## config.mk

```make
export PLATFORM = sky130hd
export DESIGN_NAME = purs_seq
export DESIGN_NICKNAME = d
export VERILOG_FILES = /design/src/purs_pkg.sv /design/src/purs_rst_filter.sv /design/src/purs_seq.sv
export VERILOG_INCLUDE_DIRS = /design/src
export SDC_FILE = /design/constraint.sdc
export NUM_CORES = 1
export LEC_CHECK = 0
export BUFFER_PORTS_ARGS = -buffer_cell sky130_fd_sc_hd__buf_2
export CAP_MARGIN = 20
export CORE_MARGIN = 2
export CORE_UTILIZATION = 55
export DETAILED_ROUTE_END_ITERATION = 8
export GPL_TIMING_DRIVEN = 0
export PLACE_DENSITY = 0.78
export SLEW_MARGIN = 5
export SYNTH_ARGS = -nofsm -noshare
export SYNTH_HDL_FRONTEND = slang
export SYNTH_SLANG_ARGS = --single-unit
```

## constraint.sdc

```tcl
create_clock -name clk -period 7.65 [get_ports clk]
set_input_delay 1.53 -clock clk [delete_from_list [all_inputs] [get_ports clk]]
set_output_delay 1.53 -clock clk [all_outputs]
set_load 0.02 [all_outputs]
```

## src/purs_defines.svh

```systemverilog
// constants for the power-up reset sequencer
`ifndef PURS_DEFINES_SVH
`define PURS_DEFINES_SVH

// ****************************************
// clock and timing
// ****************************************
`define PURS_CLK_KHZ        50000
`define PURS_CLK_PERIOD_NS  20
`define PURS_RC_KHZ         1000
`define PURS_STARTUP_MS     72
`define PURS_OST_CYCLES     1024
`define PURS_FILTER_NS      200
`define PURS_RC_DIV         (`PURS_CLK_KHZ / `PURS_RC_KHZ)
`define PURS_STARTUP_TICKS  (`PURS_STARTUP_MS * `PURS_RC_KHZ)
`define PURS_FILTER_CYCLES  ((`PURS_FILTER_NS + `PURS_CLK_PERIOD_NS - 1) / `PURS_CLK_PERIOD_NS)

// ****************************************
// register map
// ****************************************
`define PURS_ADDR_PWR_CTRL   8'h8E
`define PURS_ADDR_RST_FLAGS  8'h8F
`define PURS_BIT_POR_FLAG    1
`define PURS_BIT_TIMEOUT     0
`define PURS_BIT_POWERDOWN   1
`define PURS_PWR_CTRL_RESET  8'h00

// ****************************************
// program counter vectors
// ****************************************
`define PURS_PC_W            13
`define PURS_PC_RESET_VEC    13'h0000
`define PURS_PC_IRQ_VEC      13'h0004

// ****************************************
// status outcomes: value and load mask
// ****************************************
`define PURS_ST_POR_VAL      8'h18
`define PURS_ST_POR_MSK      8'hF8
`define PURS_ST_EXT_VAL      8'h00
`define PURS_ST_EXT_MSK      8'hE0
`define PURS_ST_EXTSL_VAL    8'h10
`define PURS_ST_EXTSL_MSK    8'hF8
`define PURS_ST_WDT_VAL      8'h00
`define PURS_ST_WDT_MSK      8'hF0
`define PURS_ST_WDTWK_VAL    8'h00
`define PURS_ST_WDTWK_MSK    8'h18
`define PURS_ST_IRQWK_VAL    8'h10
`define PURS_ST_IRQWK_MSK    8'h18

// ****************************************
// wake source bits
// ****************************************
`define PURS_SRC_ADC         3

`endif

```

## src/purs_pkg.sv

```systemverilog
// types for the power-up reset sequencer
package purs_pkg;

  typedef enum logic [2:0] {
    PURS_LOW_POWER_CRYSTAL,
    PURS_STANDARD_CRYSTAL,
    PURS_FAST_CRYSTAL,
    PURS_INTERNAL_RC,
    PURS_EXTERNAL_RC
  } purs_osc_mode_t;

  typedef enum logic [2:0] {
    PURS_S_POR,
    PURS_S_STARTUP_DELAY_TIMER,
    PURS_S_OST,
    PURS_S_RELEASE,
    PURS_S_RUN
  } purs_state_t;

endpackage

```

## src/purs_rst_filter.sv

```systemverilog
// synchroniser and glitch filter for the external reset pin
`timescale 1ns/100ps
`include "purs_defines.svh"

module purs_rst_filter #(
  parameter int FILT_CYCLES = `PURS_FILTER_CYCLES
) (
  // clock and reset
  input  wire logic clk,
  input  wire logic rst,
  // pin and result
  input  wire logic pin_n,
  output logic      filtered_n
);

  logic       sync1_r;
  logic       sync2_r;
  logic [7:0] cnt_r;
  logic       differ;
  logic       settle;

  assign differ = sync2_r != filtered_n;
  assign settle = differ && (cnt_r == 8'(FILT_CYCLES - 1));

  // a new level must hold for the whole window before it is taken
  always_ff @(posedge clk or posedge rst) begin
    if (rst) begin
      sync1_r    <= 1'b0;
      sync2_r    <= 1'b0;
      cnt_r      <= 8'h00;
      filtered_n <= 1'b0;
    end else begin
      sync1_r <= pin_n;
      sync2_r <= sync1_r;
      cnt_r   <= (differ && !settle) ? cnt_r + 8'h01 : 8'h00;
      if (settle) begin
        filtered_n <= sync2_r;
      end
    end
  end
endmodule // purs_rst_filter

```

## src/purs_seq.sv

```systemverilog
// power-up reset sequencer: start-up timing, reset causes and outcomes
//
// Contract
// - hold the chip in reset until the supply is judged sufficient
// - start-up delay of 72 ms, only after power-on, never other resets
// - start-up delay runs on its own rc tick; reset held meanwhile
// - start-up delay applied when enable_n is 0, skipped when 1
// - after the start-up delay, hold a further 1024 oscillator pin cycles
// - stabilise count only in crystal modes, on power-on or wake
// - power-on detector, then start-up delay, then stabilise count
// - rc modes skip the stabilise count; both off means no time-out
// - time-outs ignore the reset pin; release follows pin going high
// - power-on flag bit 1 at 8Eh clears on power-on only; software sets
// - reset-cause flags per power-on, watchdog reset, watchdog wake, pin reset
// - pin reset in sleep or irq wake: timeout 1, powerdown 0
// - resets load pc 000h; wake goes pc+1, irq with enable 0004h
// - status outcomes 0001 1xxx, 0000 uuuu, uuu1 0uuu
// - converter wake sets peripheral bit 6, clears converter bit 3
// - any wake updates the flag bits of its source; only an irq wake sets source flag bits here, a watchdog wake sets none
// - a watchdog reset acts inside only, never pulls the pin
// - short glitches on the reset pin are filtered out
`timescale 1ns/100ps
`include "purs_defines.svh"

module purs_seq import purs_pkg::*; #(
  parameter int STARTUP_TICKS = `PURS_STARTUP_TICKS,
  parameter int RC_DIV        = `PURS_RC_DIV,
  parameter int OST_CYCLES    = `PURS_OST_CYCLES
) (
  // clock and reset
  input  wire logic            clk,
  input  wire logic            rst,
  // supply and pins
  input  wire logic            supply_ok,
  input  wire logic            external_reset_n,
  input  wire logic            osc_input_pin,
  // configuration
  input  wire logic            startup_delay_enable_n,
  input  purs_osc_mode_t       osc_mode,
  // core events
  input  wire logic            sleep_active,
  input  wire logic            wdt_expire,
  input  wire logic            wake_irq,
  input  wire logic [3:0]      irq_wake_src,
  input  wire logic            global_irq_enable,
  // register port
  input  wire logic [7:0]      reg_addr,
  input  wire logic [7:0]      reg_wdata,
  input  wire logic            reg_wr,
  input  wire logic            reg_rd,
  output logic [7:0]           reg_rdata,
  // core control
  output logic                 core_reset,
  output logic                 core_hold,
  output logic                 pc_load,
  output logic [`PURS_PC_W-1:0] pc_vector,
  output logic                 pc_advance,
  output logic                 status_load,
  output logic [7:0]           status_value,
  output logic [7:0]           status_mask,
  output logic [2:0]           irq_ctrl_flag_set,
  output logic                 periph_flag_set,
  output logic                 converter_go_clear,
  // reset-cause flags
  output logic                 timeout_flag,
  output logic                 powerdown_flag,
  output logic                 power_on_flag
);

  // ****************************************
  // pin synchronisers and counters
  // ****************************************
  purs_state_t state_r, state_nxt;
  logic        sup1_r, sup2_r, osc_input_pin_r, osc2_r, osc3_r;
  logic        ext_ok;
  logic [7:0]  rc_div_r;
  logic [16:0] startup_delay_timer_cnt_r;
  logic [10:0] ost_cnt_r;
  logic        wake_ost_r, wake_ost_nxt;
  logic        rc_tick, osc_edge, startup_delay_timer_done, ost_done, crystal;

  purs_rst_filter u_filter (
    .clk        (clk),
    .rst        (rst),
    .pin_n      (external_reset_n),
    .filtered_n (ext_ok)
  );

  assign crystal   = (osc_mode == PURS_LOW_POWER_CRYSTAL) || (osc_mode == PURS_STANDARD_CRYSTAL) ||
                     (osc_mode == PURS_FAST_CRYSTAL);
  assign rc_tick   = rc_div_r == 8'(RC_DIV - 1);
  assign osc_edge  = osc2_r && !osc3_r;
  assign startup_delay_timer_done = rc_tick && (startup_delay_timer_cnt_r == 17'(STARTUP_TICKS - 1));
  assign ost_done  = osc_edge && (ost_cnt_r == 11'(OST_CYCLES - 1));

  always_ff @(posedge clk or posedge rst) begin
    if (rst) begin
      sup1_r <= 1'b0;
      sup2_r <= 1'b0;
      osc_input_pin_r <= 1'b0;
      osc2_r <= 1'b0;
      osc3_r <= 1'b0;
    end else begin
      sup1_r <= supply_ok;
      sup2_r <= sup1_r;
      osc_input_pin_r <= osc_input_pin;
      osc2_r <= osc_input_pin_r;
      osc3_r <= osc2_r;
    end
  end

  // the rc divider stands in for the private start-up oscillator
  always_ff @(posedge clk or posedge rst) begin
    if (rst) begin
      rc_div_r   <= 8'h00;
      startup_delay_timer_cnt_r <= 17'h00000;
      ost_cnt_r  <= 11'h000;
    end else begin
      rc_div_r   <= (state_r != PURS_S_STARTUP_DELAY_TIMER || rc_tick) ? 8'h00 : rc_div_r + 8'h01;
      startup_delay_timer_cnt_r <= (state_r != PURS_S_STARTUP_DELAY_TIMER) ? 17'h00000 : startup_delay_timer_cnt_r + {16'h0000, rc_tick};
      ost_cnt_r  <= (state_r != PURS_S_OST) ? 11'h000 : ost_cnt_r + {10'h000, osc_edge};
    end
  end

  // ****************************************
  // sequencer and event outcomes
  // ****************************************
  logic       por_evt, ext_evt, wdt_rst_evt, wdt_wake_evt, irq_wake_evt;
  logic       in_run, ext_low;
  logic       to_set, to_clr, pd_set, pd_clr;
  logic       pc_load_nxt, pc_adv_nxt, st_load_nxt;
  logic [`PURS_PC_W-1:0] pc_vec_nxt;
  logic [7:0] st_val_nxt, st_msk_nxt;

  assign in_run       = state_r == PURS_S_RUN;
  assign ext_low      = !ext_ok;
  assign por_evt      = (state_r == PURS_S_POR) && sup2_r;
  assign ext_evt      = sup2_r && in_run && ext_low;
  assign wdt_rst_evt  = sup2_r && in_run && !ext_low && wdt_expire && !sleep_active;
  assign wdt_wake_evt = sup2_r && in_run && !ext_low && wdt_expire && sleep_active;
  assign irq_wake_evt = sup2_r && in_run && !ext_low && !wdt_expire && wake_irq && sleep_active;

  assign to_set = por_evt || (ext_evt && sleep_active) || irq_wake_evt;
  assign to_clr = wdt_rst_evt || wdt_wake_evt;
  assign pd_set = por_evt;
  assign pd_clr = (ext_evt && sleep_active) || irq_wake_evt || wdt_wake_evt;
  assign wake_ost_nxt = (wdt_wake_evt || irq_wake_evt) ? 1'b1 : (por_evt ? 1'b0 : wake_ost_r);

  always_comb begin
    state_nxt   = state_r;
    pc_load_nxt = 1'b0;
    pc_adv_nxt  = 1'b0;
    pc_vec_nxt  = `PURS_PC_RESET_VEC;
    st_load_nxt = 1'b1;
    st_val_nxt  = 8'h00;
    st_msk_nxt  = 8'h00;
    if (!sup2_r) begin
      state_nxt   = PURS_S_POR;
      st_load_nxt = 1'b0;
    end else if (por_evt) begin
      if (!startup_delay_enable_n) begin
        state_nxt = PURS_S_STARTUP_DELAY_TIMER;
      end else if (crystal) begin
        state_nxt = PURS_S_OST;
      end else begin
        state_nxt = PURS_S_RELEASE;
      end
      pc_load_nxt = 1'b1;
      st_val_nxt  = `PURS_ST_POR_VAL;
      st_msk_nxt  = `PURS_ST_POR_MSK;
    end else if (ext_evt) begin
      state_nxt   = PURS_S_RELEASE;
      pc_load_nxt = 1'b1;
      st_val_nxt  = sleep_active ? `PURS_ST_EXTSL_VAL : `PURS_ST_EXT_VAL;
      st_msk_nxt  = sleep_active ? `PURS_ST_EXTSL_MSK : `PURS_ST_EXT_MSK;
    end else if (wdt_rst_evt) begin
      state_nxt   = PURS_S_RELEASE;
      pc_load_nxt = 1'b1;
      st_val_nxt  = `PURS_ST_WDT_VAL;
      st_msk_nxt  = `PURS_ST_WDT_MSK;
    end else if (wdt_wake_evt || irq_wake_evt) begin
      state_nxt   = crystal ? PURS_S_OST : PURS_S_RUN;
      pc_load_nxt = irq_wake_evt && global_irq_enable;
      pc_vec_nxt  = `PURS_PC_IRQ_VEC;
      pc_adv_nxt  = !(irq_wake_evt && global_irq_enable);
      st_val_nxt  = irq_wake_evt ? `PURS_ST_IRQWK_VAL : `PURS_ST_WDTWK_VAL;
      st_msk_nxt  = irq_wake_evt ? `PURS_ST_IRQWK_MSK : `PURS_ST_WDTWK_MSK;
    end else begin
      st_load_nxt = 1'b0;
      case (state_r)
        PURS_S_STARTUP_DELAY_TIMER: begin
          if (startup_delay_timer_done) begin
            state_nxt = crystal ? PURS_S_OST : PURS_S_RELEASE;
          end
        end
        PURS_S_OST: begin
          if (ost_done) begin
            state_nxt = wake_ost_r ? PURS_S_RUN : PURS_S_RELEASE;
          end
        end
        PURS_S_RELEASE: begin
          if (ext_ok) begin
            state_nxt = PURS_S_RUN;
          end
        end
        default: begin
          state_nxt = state_r;
        end
      endcase
    end
  end

  // ****************************************
  // state, release and outcome registers
  // ****************************************
  always_ff @(posedge clk or posedge rst) begin
    if (rst) begin
      state_r    <= PURS_S_POR;
      wake_ost_r <= 1'b0;
      core_reset <= 1'b1;
      core_hold  <= 1'b0;
    end else begin
      state_r    <= state_nxt;
      wake_ost_r <= wake_ost_nxt;
      core_reset <= (state_nxt != PURS_S_RUN) && !(state_nxt == PURS_S_OST && wake_ost_nxt);
      core_hold  <= (state_nxt == PURS_S_OST) && wake_ost_nxt;
    end
  end

  always_ff @(posedge clk or posedge rst) begin
    if (rst) begin
      pc_load            <= 1'b0;
      pc_vector          <= `PURS_PC_RESET_VEC;
      pc_advance         <= 1'b0;
      status_load        <= 1'b0;
      status_value       <= 8'h00;
      status_mask        <= 8'h00;
      irq_ctrl_flag_set  <= 3'h0;
      periph_flag_set    <= 1'b0;
      converter_go_clear <= 1'b0;
    end else begin
      pc_load            <= pc_load_nxt;
      pc_vector          <= pc_vec_nxt;
      pc_advance         <= pc_adv_nxt;
      status_load        <= st_load_nxt;
      status_value       <= st_val_nxt;
      status_mask        <= st_msk_nxt;
      irq_ctrl_flag_set  <= irq_wake_evt ? irq_wake_src[2:0] : 3'h0;
      periph_flag_set    <= irq_wake_evt && irq_wake_src[`PURS_SRC_ADC];
      converter_go_clear <= irq_wake_evt && irq_wake_src[`PURS_SRC_ADC];
    end
  end

  // ****************************************
  // register port
  // ****************************************
  logic       wr_pwr, wr_flags;
  logic [7:0] rd_nxt;

  assign wr_pwr   = reg_wr && (reg_addr == `PURS_ADDR_PWR_CTRL);
  assign wr_flags = reg_wr && (reg_addr == `PURS_ADDR_RST_FLAGS);

  // hardware causes win over a software write in the same cycle
  always_ff @(posedge clk or posedge rst) begin
    if (rst) begin
      power_on_flag  <= 1'(`PURS_PWR_CTRL_RESET >> `PURS_BIT_POR_FLAG);
      timeout_flag   <= 1'b1;
      powerdown_flag <= 1'b1;
      reg_rdata      <= 8'h00;
    end else begin
      power_on_flag  <= por_evt ? 1'b0 : (wr_pwr ? reg_wdata[`PURS_BIT_POR_FLAG] : power_on_flag);
      timeout_flag   <= to_set ? 1'b1 : (to_clr ? 1'b0 :
                        (wr_flags ? reg_wdata[`PURS_BIT_TIMEOUT] : timeout_flag));
      powerdown_flag <= pd_set ? 1'b1 : (pd_clr ? 1'b0 :
                        (wr_flags ? reg_wdata[`PURS_BIT_POWERDOWN] : powerdown_flag));
      reg_rdata      <= rd_nxt;
    end
  end

  always_comb begin
    rd_nxt = 8'h00;
    if (reg_rd && reg_addr == `PURS_ADDR_PWR_CTRL) begin
      rd_nxt = {6'h00, power_on_flag, 1'b0};
    end else if (reg_rd && reg_addr == `PURS_ADDR_RST_FLAGS) begin
      rd_nxt = {1'b0, 3'(state_r), 2'h0, powerdown_flag, timeout_flag};
    end
  end
endmodule // purs_seq

```

==> results.cfg, run 1 <==
[final_layout]
syn_to_final_growth_pct = 17.9
seq_area_sq_um = 1980
fillers = 551
multi_input_area_sq_um = 1570
drive_above_1_share_pct = 26.0
nNetsFinal = 495
n_antenna_cell = 0
layout_commonest_cell = dfrtp_1
layout_common_cells = dfrtp_1, buf_2, nor2_1

[power_and_ir_drop]
p_leak_nw = 2.21
power_w = 0.000892
ir_drop_mv = 0.108
p_comb_share_pct = 16.3
p_seq_share_pct = 50.6
intPower_w = 0.000647
switching_share_pct = 27.4
clkPwrFrac_pct = 33.1
power.switching_w = 0.000245
power_density_nw_per_um2 = 202

[floorplan]
die-area_sq_um = 7490
die_w_um = 86.6
core_area_sq_um = 6680
die_y_um = 86.6
io_pins = 85
row_count = 30
initial_utilization_pct = 56.1

[yosys]
yosys.area.top_type = dfrtp_1
avgSynthCellArea_sq_um = 10.3
synthCells = 363
synth_cell_types = 49
synth_area_sq_um = 3750
ys.flop_type = dfrtp_1
yosysSeqAreaShare_pct = 52.8
synth_edf_count = 0
synth.top_cell.area_share_pct = 50.7
synth_warnings = 0
synth_seq_cells = 79
synthTopCellsByArea = dfrtp_1, buf_4, nor2_1
synth_async_sr_flop_share_pct = 100

[setup_path]
r2r-start = rc_div_r[1]
required_ps = 7900
crit_buf_inv = 2
worstPathCellList = buf_2, a21oi_1, nand2_1, o31ai_1, o211ai_1, nand4_1, inv_2, nor4b_2
startpoint_type = input pin
end_kind = flip-flop
crit_path_max_incr_delay_ps = 280
reg2regPathDepth = 10
critPathSlowestCell = a21oi_1
path_class = input pin to flip-flop
crit_fanout = 3
reg2reg_to = startup_delay_timer_cnt_r[14]
arrival_ps = 2880
rrSetupSlack_ps = 5300
path_delay_family = compound AO/OA/AOI/OAI gates

[sta]
finalHoldViolCount = 0
setup_viol = 0
min_period_over_period_pct = 34.3
fmax_ghz = 0.381
rsz0062_at_grt = false
skew_ps = 8.61
finalMaxSlewViolations = 0
tns_ps = 0
period_minus_slack_ps = 2630

[detailed_routing]
post_drt_via_cell_ratio = 5.16
detail_route.wirelength_mm = 7.19
drtPass1Iterations = 4
num_vias = 2773
drt_iter0_markers = 91
ant_nets = 0
wl_per_cell_um = 13.4
post-route-drc-count = 0

[clock_network]
clk_path_buf_depth = 2
htreeDepth = 3
root_buffer = clkbuf_8
cts-resized-gates = 0
numCtsBuffers = 9
cts_setup_buffers = 0
hold_buffers = 0
cts_tree = done
clock_latency_ps = 340
cts.sinks = 79
clk_pin_slew_ps = 70

[global_route]
grtUsageTotal_pct = 20.4
grt_pass1_vias = 2609
grt_pass1_wl_mm = 11.9
grt_antenna_before_repair = 0
grt_overflow = 0
grt_start_max_net_pins = 42

[min_path]
holdPathStages = 0
hp-start = osc_input_pin_r
holdPathEnd = osc2_r
hp-class = flip-flop to flip-flop

[run]
cap_violations = 0

[placed_design]
routabilityCongestion = 0.873
portBuffers = 54
place_hpwl_mm = 5.28

[status]
status = complete, no violations
[stage by stage]
| stage | cell area [sq um] | worst slack, ps | std cells | hold slack (ps) | utilization [%] |
|---|---|---|---|---|---|
| floorplan | 3830 | 4100 | 386 | 331 | - |
| global placement | 4210 | 3260 | 520 | 332 | 62.9 |
| detailed placement | 4230 | 4660 | 521 | 336 | 63.3 |
| CTS | 4420 | 5010 | 537 | 352 | 66.1 |
| global route | 4420 | 4960 | 537 | 362 | 66.1 |
| finish | 4420 | 5020 | 537 | 352 | 66.1 |
[how the worst max path moves through the flow]
stage	start	endpoint	slack, ps	cells past startpoint
after floorplan	rst	converter_go_clear	4100	1
after global placement	rst	u_filter.cnt_r[0]	3260	2
after detailed placement	osc_mode[0]	core_hold	4660	8
after CTS	osc_mode[0]	core_hold	5010	8
after global routing	osc_mode[0]	core_hold	4960	8
final	osc_mode[0]	core_hold	5020	8
[sequential cells by signal, indices dropped and copies added, names as in the netlist, 2 cells and up]
| name | flops |
|---|---|
| irq_ctrl_flag_set | 3 |
| ost_cnt_r | 11 |
| rc_div_r | 8 |
| reg_rdata | 5 |
| startup_delay_timer_cnt_r | 17 |
| state_r | 3 |
| status_mask | 3 |
| status_value | 2 |
| u_filter.cnt_r | 8 |
[final cells by class]
| type | count | area share, % |
|---|---|---|
| Sequential cell | 79 | 44.8 |
| Tap cell | 80 | 2.27 |
| Multi-Input combinational cell | 261 | 35.6 |
| Inverter | 15 | 1.33 |
| Timing Repair Buffer | 55 | 6.57 |
| Clock buffer | 12 | 3.29 |
| Buffer | 31 | 5.13 |
| Clock inverter | 4 | 1.02 |
[power groups by stage]
stage	combinational (W)	clock (W)	sequential (W)
global route	0.000159	0.000322	0.000454
finish	0.000145	0.000296	0.000452
global placement	0.000139	0	0.000458
floorplan	0.0000915	0	0.000469
CTS	0.000145	0.000305	0.000451
detailed placement	0.000144	0	0.000459
[layer usage]
layer	GRT usage, %	part of all wire [%]	vias to the layer above
li1	-	-	1354
met1	26.9	44	1328
met2	32.9	49	80
met3	3.71	5.2	11
met4	9.38	2.1	0
met5	0	0	-
[cells by family after synthesis]
kind of cell / share of synthesized area (%)
buf+inv: 7.54
simple gates: 21.9
xor+xnor: 7.48
flops: 52.8
fa+ha+maj: 2.67
compound gates: 6.08
mux: 1.37
other cells: 0.100
[synth_stat cells, types with 2 or more instances]
library cell,n
dfstp_2,3
nand2_1,21
nor4b_2,2
or2_2,2
nor2_1,55
mux2i_1,4
nand2b_1,2
or3_1,6
xor2_1,22
nand4_1,10
nand3_1,21
inv_1,14
nor2b_1,2
nor3_1,4
and2_1,9
dfrtp_1,76
a21o_1,3
a211oi_1,2
and3_1,4
o211ai_1,2
and4b_1,2
and4_1,2
buf_4,29
ha_1,8
o21ai_0,12
nor3b_2,3
xnor2_1,10
a21oi_1,12
No activity file was read; power rests on OpenSTA's default activity.
==> run 2, diff against run 1 <==
- CORE_UTILIZATION: 55 -> 49
- PLACE_DENSITY: 0.78 -> 0.73
- clock period: 7.65 -> 2.2 ns (I/O delays scaled with it)
==> run 2 against run 1 <==
Net effect: combinational power grew to 3.8 times the previous value; global-route usage is 2.3 points lower; final area is 4.4% higher; cell count rose by 4.8%; via count up 0.43%.
==> results.cfg, run 2 (same netlist as run 1, synthesis figures left out) <==
[status]
status = complete, no violations

[sta]
rsz0062_at_grt = true
layout_setup_ws_ps = 93.7
finalMaxSlewViolations = 0
setup_viol = 0
skew_ps = 7.04
min_period_over_period_pct = 95.7
finalHoldViolCount = 0
period_minus_slack_ps = 2110
fmax_ghz = 0.475

[final_layout]
nNetsFinal = 502
utilization_pct = 62.9
final-instance-count-excl-fill = 563
multi_input_area_sq_um = 1640
syn_to_final_growth_pct = 23.0
seq_area_sq_um = 1980
largest_register_ff_count = 17
drive_above_1_share_pct = 29.3
n_antenna_cell = 0
fillers = 596
reg_top3 = startup_delay_timer_cnt_r x17, ost_cnt_r x11
largest_register = startup_delay_timer_cnt_r
layout_common_cells = dfrtp_1, buf_2, nor2_1
layout_commonest_cell = dfrtp_1
design_area_sq_um = 4610

[setup_path]
reg2regPathDepth = 10
path_class = flip-flop to flip-flop
critPathLaunch = rc_div_r[1]
reg2reg_to = startup_delay_timer_cnt_r[15]
worstPathCellList = inv_1, ha_1, nor3b_2, nand4_1, inv_2, ha_4, and2_4, nand4_1, or3_1, a21oi_2
arrival_ps = 2390
cp_common_cell = nand4_1
end_kind = flip-flop
crit_path_max_incr_delay_ps = 410
path_delay_family = simple AND/OR/NAND/NOR gates
crit_fanout = 4
crit_buf_inv = 2
startpoint_type = flip-flop
required_ps = 2490
critPathSlowestCell = dfrtp_1
rrSetupSlack_ps = 90
cp.depth = 10
worstSetupEndpoint = startup_delay_timer_cnt_r[15]
r2r-start = rc_div_r[1]

[clock_network]
numCtsBuffers = 9
cts_tree = done
hold_buffers = 0
htreeDepth = 3
clk_path_buf_depth = 2
clk_pin_slew_ps = 80
clock_latency_ps = 360
cts.sinks = 79
root_buffer = clkbuf_8

[floorplan]
die-area_sq_um = 8370
core_area_sq_um = 7330
die_w_um = 91.5
row_count = 31
die_y_um = 91.5
io_pins = 85
initial_utilization_pct = 51.1

[placed_design]
place_hpwl_mm = 5.02
dp_cells = 541
post-place-ws_ps = -129
portBuffers = 54
routabilityCongestion = 0.919
place_area_sq_um = 4270

[global_route]
grtUsageTotal_pct = 18.1
grt_overflow = 0
grt_antenna_before_repair = 0
grt_pass1_wl_mm = 12.1
grt_pass1_vias = 2656
grt_start_max_net_pins = 41

[power_and_ir_drop]
power_density_nw_per_um2 = 713
power_w = 0.00329
p_leak_nw = 2.26
ir_drop_mv = 0.347

[detailed_routing]
num_vias = 2785
post-route-drc-count = 0
post_drt_via_cell_ratio = 4.95
drtPass1Iterations = 4
wl_per_cell_um = 12.8
detail_route.wirelength_mm = 7.20
ant_nets = 0
drt_iter0_markers = 140

[min_path]
hp-class = input pin to async pin

[run]
cap_violations = 0
## run 2: changes by cell type in the layout (fill, tap and decap cells not counted), sizes merged
cell      before  now
buf           85   92
bufinv         1    2
clkbuf        13   11
clkinv         3    4
clkinvlp       0    1
inv           15   14
## run 2: how the worst min path moves through the flow
| stage | end | slack (ps) | depth (start not counted) |
|---|---|---|---|
| after floorplan | osc2_r | 330 | 0 |
| after global placement | sup2_r | 330 | 0 |
| after detailed placement | u_filter.sync2_r | 340 | 0 |
| after CTS | rc_div_r[2] | 120 | 3 |
| after global routing | rc_div_r[2] | 150 | 3 |
| final | rc_div_r[2] | 120 | 3 |
## run 2: layer usage
metal	global-route usage (%)	up-vias	part of all wire, %
li1	-	1378	-
met1	23.3	1324	43
met2	29.2	70	50
met3	3.24	13	4.8
met4	9.60	0	2.1
met5	0	-	0
## run 2: where the power goes
part           switching (W)  internal, W  total, W  leakage, nW
clock network       0.000512     0.000665   0.00118        0.116
registers          0.0000457      0.00152   0.00157         1.06
logic               0.000342     0.000203  0.000544         1.09
## run 2: layout make-up
type                       instances  area share (%)
buffer                            31            4.91
clock buffer                      10            2.99
clock inverter                     6            1.82
inverter                          15            1.30
multi-input combinational        261            35.6
sequential                        79            43.0
tap                               99            2.69
timing repair buffer              62            7.71
## run 2: timing repair
| action | 4_1_cts | 5_1_grt |
|---|---|---|
| buffers inserted | 1 | 5 |
| cloned | 0 | 0 |
| pin swaps | 1 | 7 |
| gates resized for setup | 3 | 11 |
| endpoints found under the setup margin | 6 | 7 |
## run 2: worst reg2reg max path: cells and delay by family (launching register included)
kind / cells / cell delay [ps]
and+or+nand+nor: 5 / 1060
adders and majority gates: 2 / 280
buffers and inverters: 2 / 170
DFF: 1 / 410
AOI/OAI and AO/OA: 1 / 120
## run 2: through the flow
| stage | hold WS, ps | setup TNS (ps) |
|---|---|---|
| floorplan | 331 | 0 |
| global route | 146 | -131 |
| CTS | 117 | 0 |
| finish | 120 | 0 |
| global placement | 334 | -158 |
| detailed placement | 337 | -438 |
==> run 3, diff against run 2 <==
- CTS_CLUSTER_DIAMETER: unset -> 150
- MAX_ROUTING_LAYER: unset -> met4
==> run 3 against run 2 <==
Net effect: clock skew is essentially flat; total power about the same; cell count unchanged; fmax up 0.30%; clock power is essentially flat; combinational power about the same; non-clock buffer count unchanged; setup slack improved by 6.2 ps; register-to-register slack barely moved; sequential cell count unchanged.
==> results.cfg, run 3 (same netlist as run 1, synthesis figures left out) <==
[status]
status = complete, no violations

[setup_path]
required_ps = 2480
arrival_ps = 2380
startpoint_type = flip-flop
worstPathCellList = inv_1, ha_1, nor3b_2, nand4_1, inv_2, ha_4, and2_4, nand4_1, or3_1, a21oi_2
critPathSlowestCell = dfrtp_1
crit_fanout = 4
crit_path_max_incr_delay_ps = 410
path_class = flip-flop to flip-flop
crit_buf_inv = 2
end_kind = flip-flop
cp_common_cell = nand4_1
path_delay_family = simple AND/OR/NAND/NOR gates

[final_layout]
final-instance-count-excl-fill = 563
largest_register = startup_delay_timer_cnt_r
n_antenna_cell = 0
nNetsFinal = 502
utilization_pct = 62.9
layout_common_cells = dfrtp_1, buf_2, nor2_1
design_area_sq_um = 4610
fillers = 596
reg_top3 = startup_delay_timer_cnt_r x17, ost_cnt_r x11
drive_above_1_share_pct = 29.3
syn_to_final_growth_pct = 23.0
largest_register_ff_count = 17
layout_commonest_cell = dfrtp_1

[clock_network]
clk_pin_slew_ps = 80
numCtsBuffers = 9
root_buffer = clkbuf_8
clk_path_buf_depth = 2
clock_latency_ps = 350
hold_buffers = 0
cts_tree = done
htreeDepth = 3
cts.sinks = 79

[sta]
fmax_ghz = 0.476
rsz0062_at_grt = true
finalHoldViolCount = 0
setup_viol = 0
skew_ps = 7.26
period_minus_slack_ps = 2100
finalMaxSlewViolations = 0
min_period_over_period_pct = 95.5

[power_and_ir_drop]
p_comb_share_pct = 16.6
p_leak_nw = 2.26
ir_drop_mv = 0.342
power_w = 0.00329
power.switching_w = 0.000897
power_density_nw_per_um2 = 713
switching_share_pct = 27.3
p_seq_share_pct = 47.6
intPower_w = 0.00239
clkPwrFrac_pct = 35.8

[global_route]
grt_pass1_vias = 2661
grt_pass1_wl_mm = 12.1
grtUsageTotal_pct = 18.6
grt_antenna_before_repair = 0
grt_overflow = 0
grt_start_max_net_pins = 41

[floorplan]
die_w_um = 91.5
die_y_um = 91.5
die-area_sq_um = 8370
initial_utilization_pct = 51.1
io_pins = 85
core_area_sq_um = 7330
row_count = 31

[detailed_routing]
drt_iter0_markers = 134
detail_route.wirelength_mm = 7.24
post_drt_via_cell_ratio = 4.97
ant_nets = 0
num_vias = 2798
wl_per_cell_um = 12.9
drtPass1Iterations = 4
post-route-drc-count = 0

[placed_design]
dp_cells = 541
place_hpwl_mm = 5.02
place_area_sq_um = 4270
routabilityCongestion = 0.935
portBuffers = 54

[min_path]
hp-class = input pin to async pin

[run]
cap_violations = 0
[run 3: cell counts in the layout (fill, tap and decap cells not counted)]
No cell type changed its count.
[run 3: per-stage QoR]
step,TNS [ps],hold WS [ps],setup WS [ps]
floorplan,0,331,194
global placement,-158,334,-61.8
detailed placement,-438,337,-129
CTS,0,117,9.12
global route,-131,146,-56.2
finish,0,124,100
[run 3: power by group through the flow]
stage          clock network (W)  logic (W)  registers [W]
3_3_place_gp                   0   0.000486        0.00159
2_1_floorplan                  0   0.000318        0.00163
5_1_grt                  0.00126   0.000599        0.00157
3_5_place_dp                   0   0.000506        0.00160
4_1_cts                  0.00121   0.000512        0.00157
6_report                 0.00117   0.000545        0.00157
[run 3: final timing paths]
kind | from | to | slack, ps | depth (start not counted)
worst max-delay path | rc_div_r[1] | startup_delay_timer_cnt_r[15] | 100 | 10
worst min-delay path | rst | rc_div_r[2] | 120 | 3
worst max register to register | rc_div_r[1] | startup_delay_timer_cnt_r[15] | 100 | 10
worst min register to register | sup1_r | sup2_r | 350 | 0
max in group asynchronous | rst | timeout_flag | 1560 | 4
min in group clk | osc_input_pin | osc_input_pin_r | 190 | 1
[run 3: repair_timing]
| item | CTS | global route |
|---|---|---|
| cloned | 0 | 0 |
| resized for setup | 3 | 11 |
| pin swaps | 1 | 7 |
| buffers inserted | 1 | 5 |
| endpoints found under the setup margin | 6 | 7 |
[run 3: metal layers]
metal	global-route usage, %	part of all wire (%)
met3	3.24	5.3
met5	-	0
met4	9.72	2.3
met2	29.1	50
met1	23.2	43
[run 3: cell type report]
cell class              instances  area (sq um)  share of cell area [%]
multi-input cells             261          1640                    35.6
flip-flops and latches         79          1980                    43.0
well taps                      99           124                    2.69
inverters                      15          60.1                    1.30
repair buffers                 62           355                    7.71
clock inverters                 6          83.8                    1.82
plain buffers                  31           226                    4.91
clock buffers                  10           138                    2.99
[run 3: worst min-delay path: cells and delay by family]
kind / cells / cell delay [ps]
buffers and inverters: 3 / 400
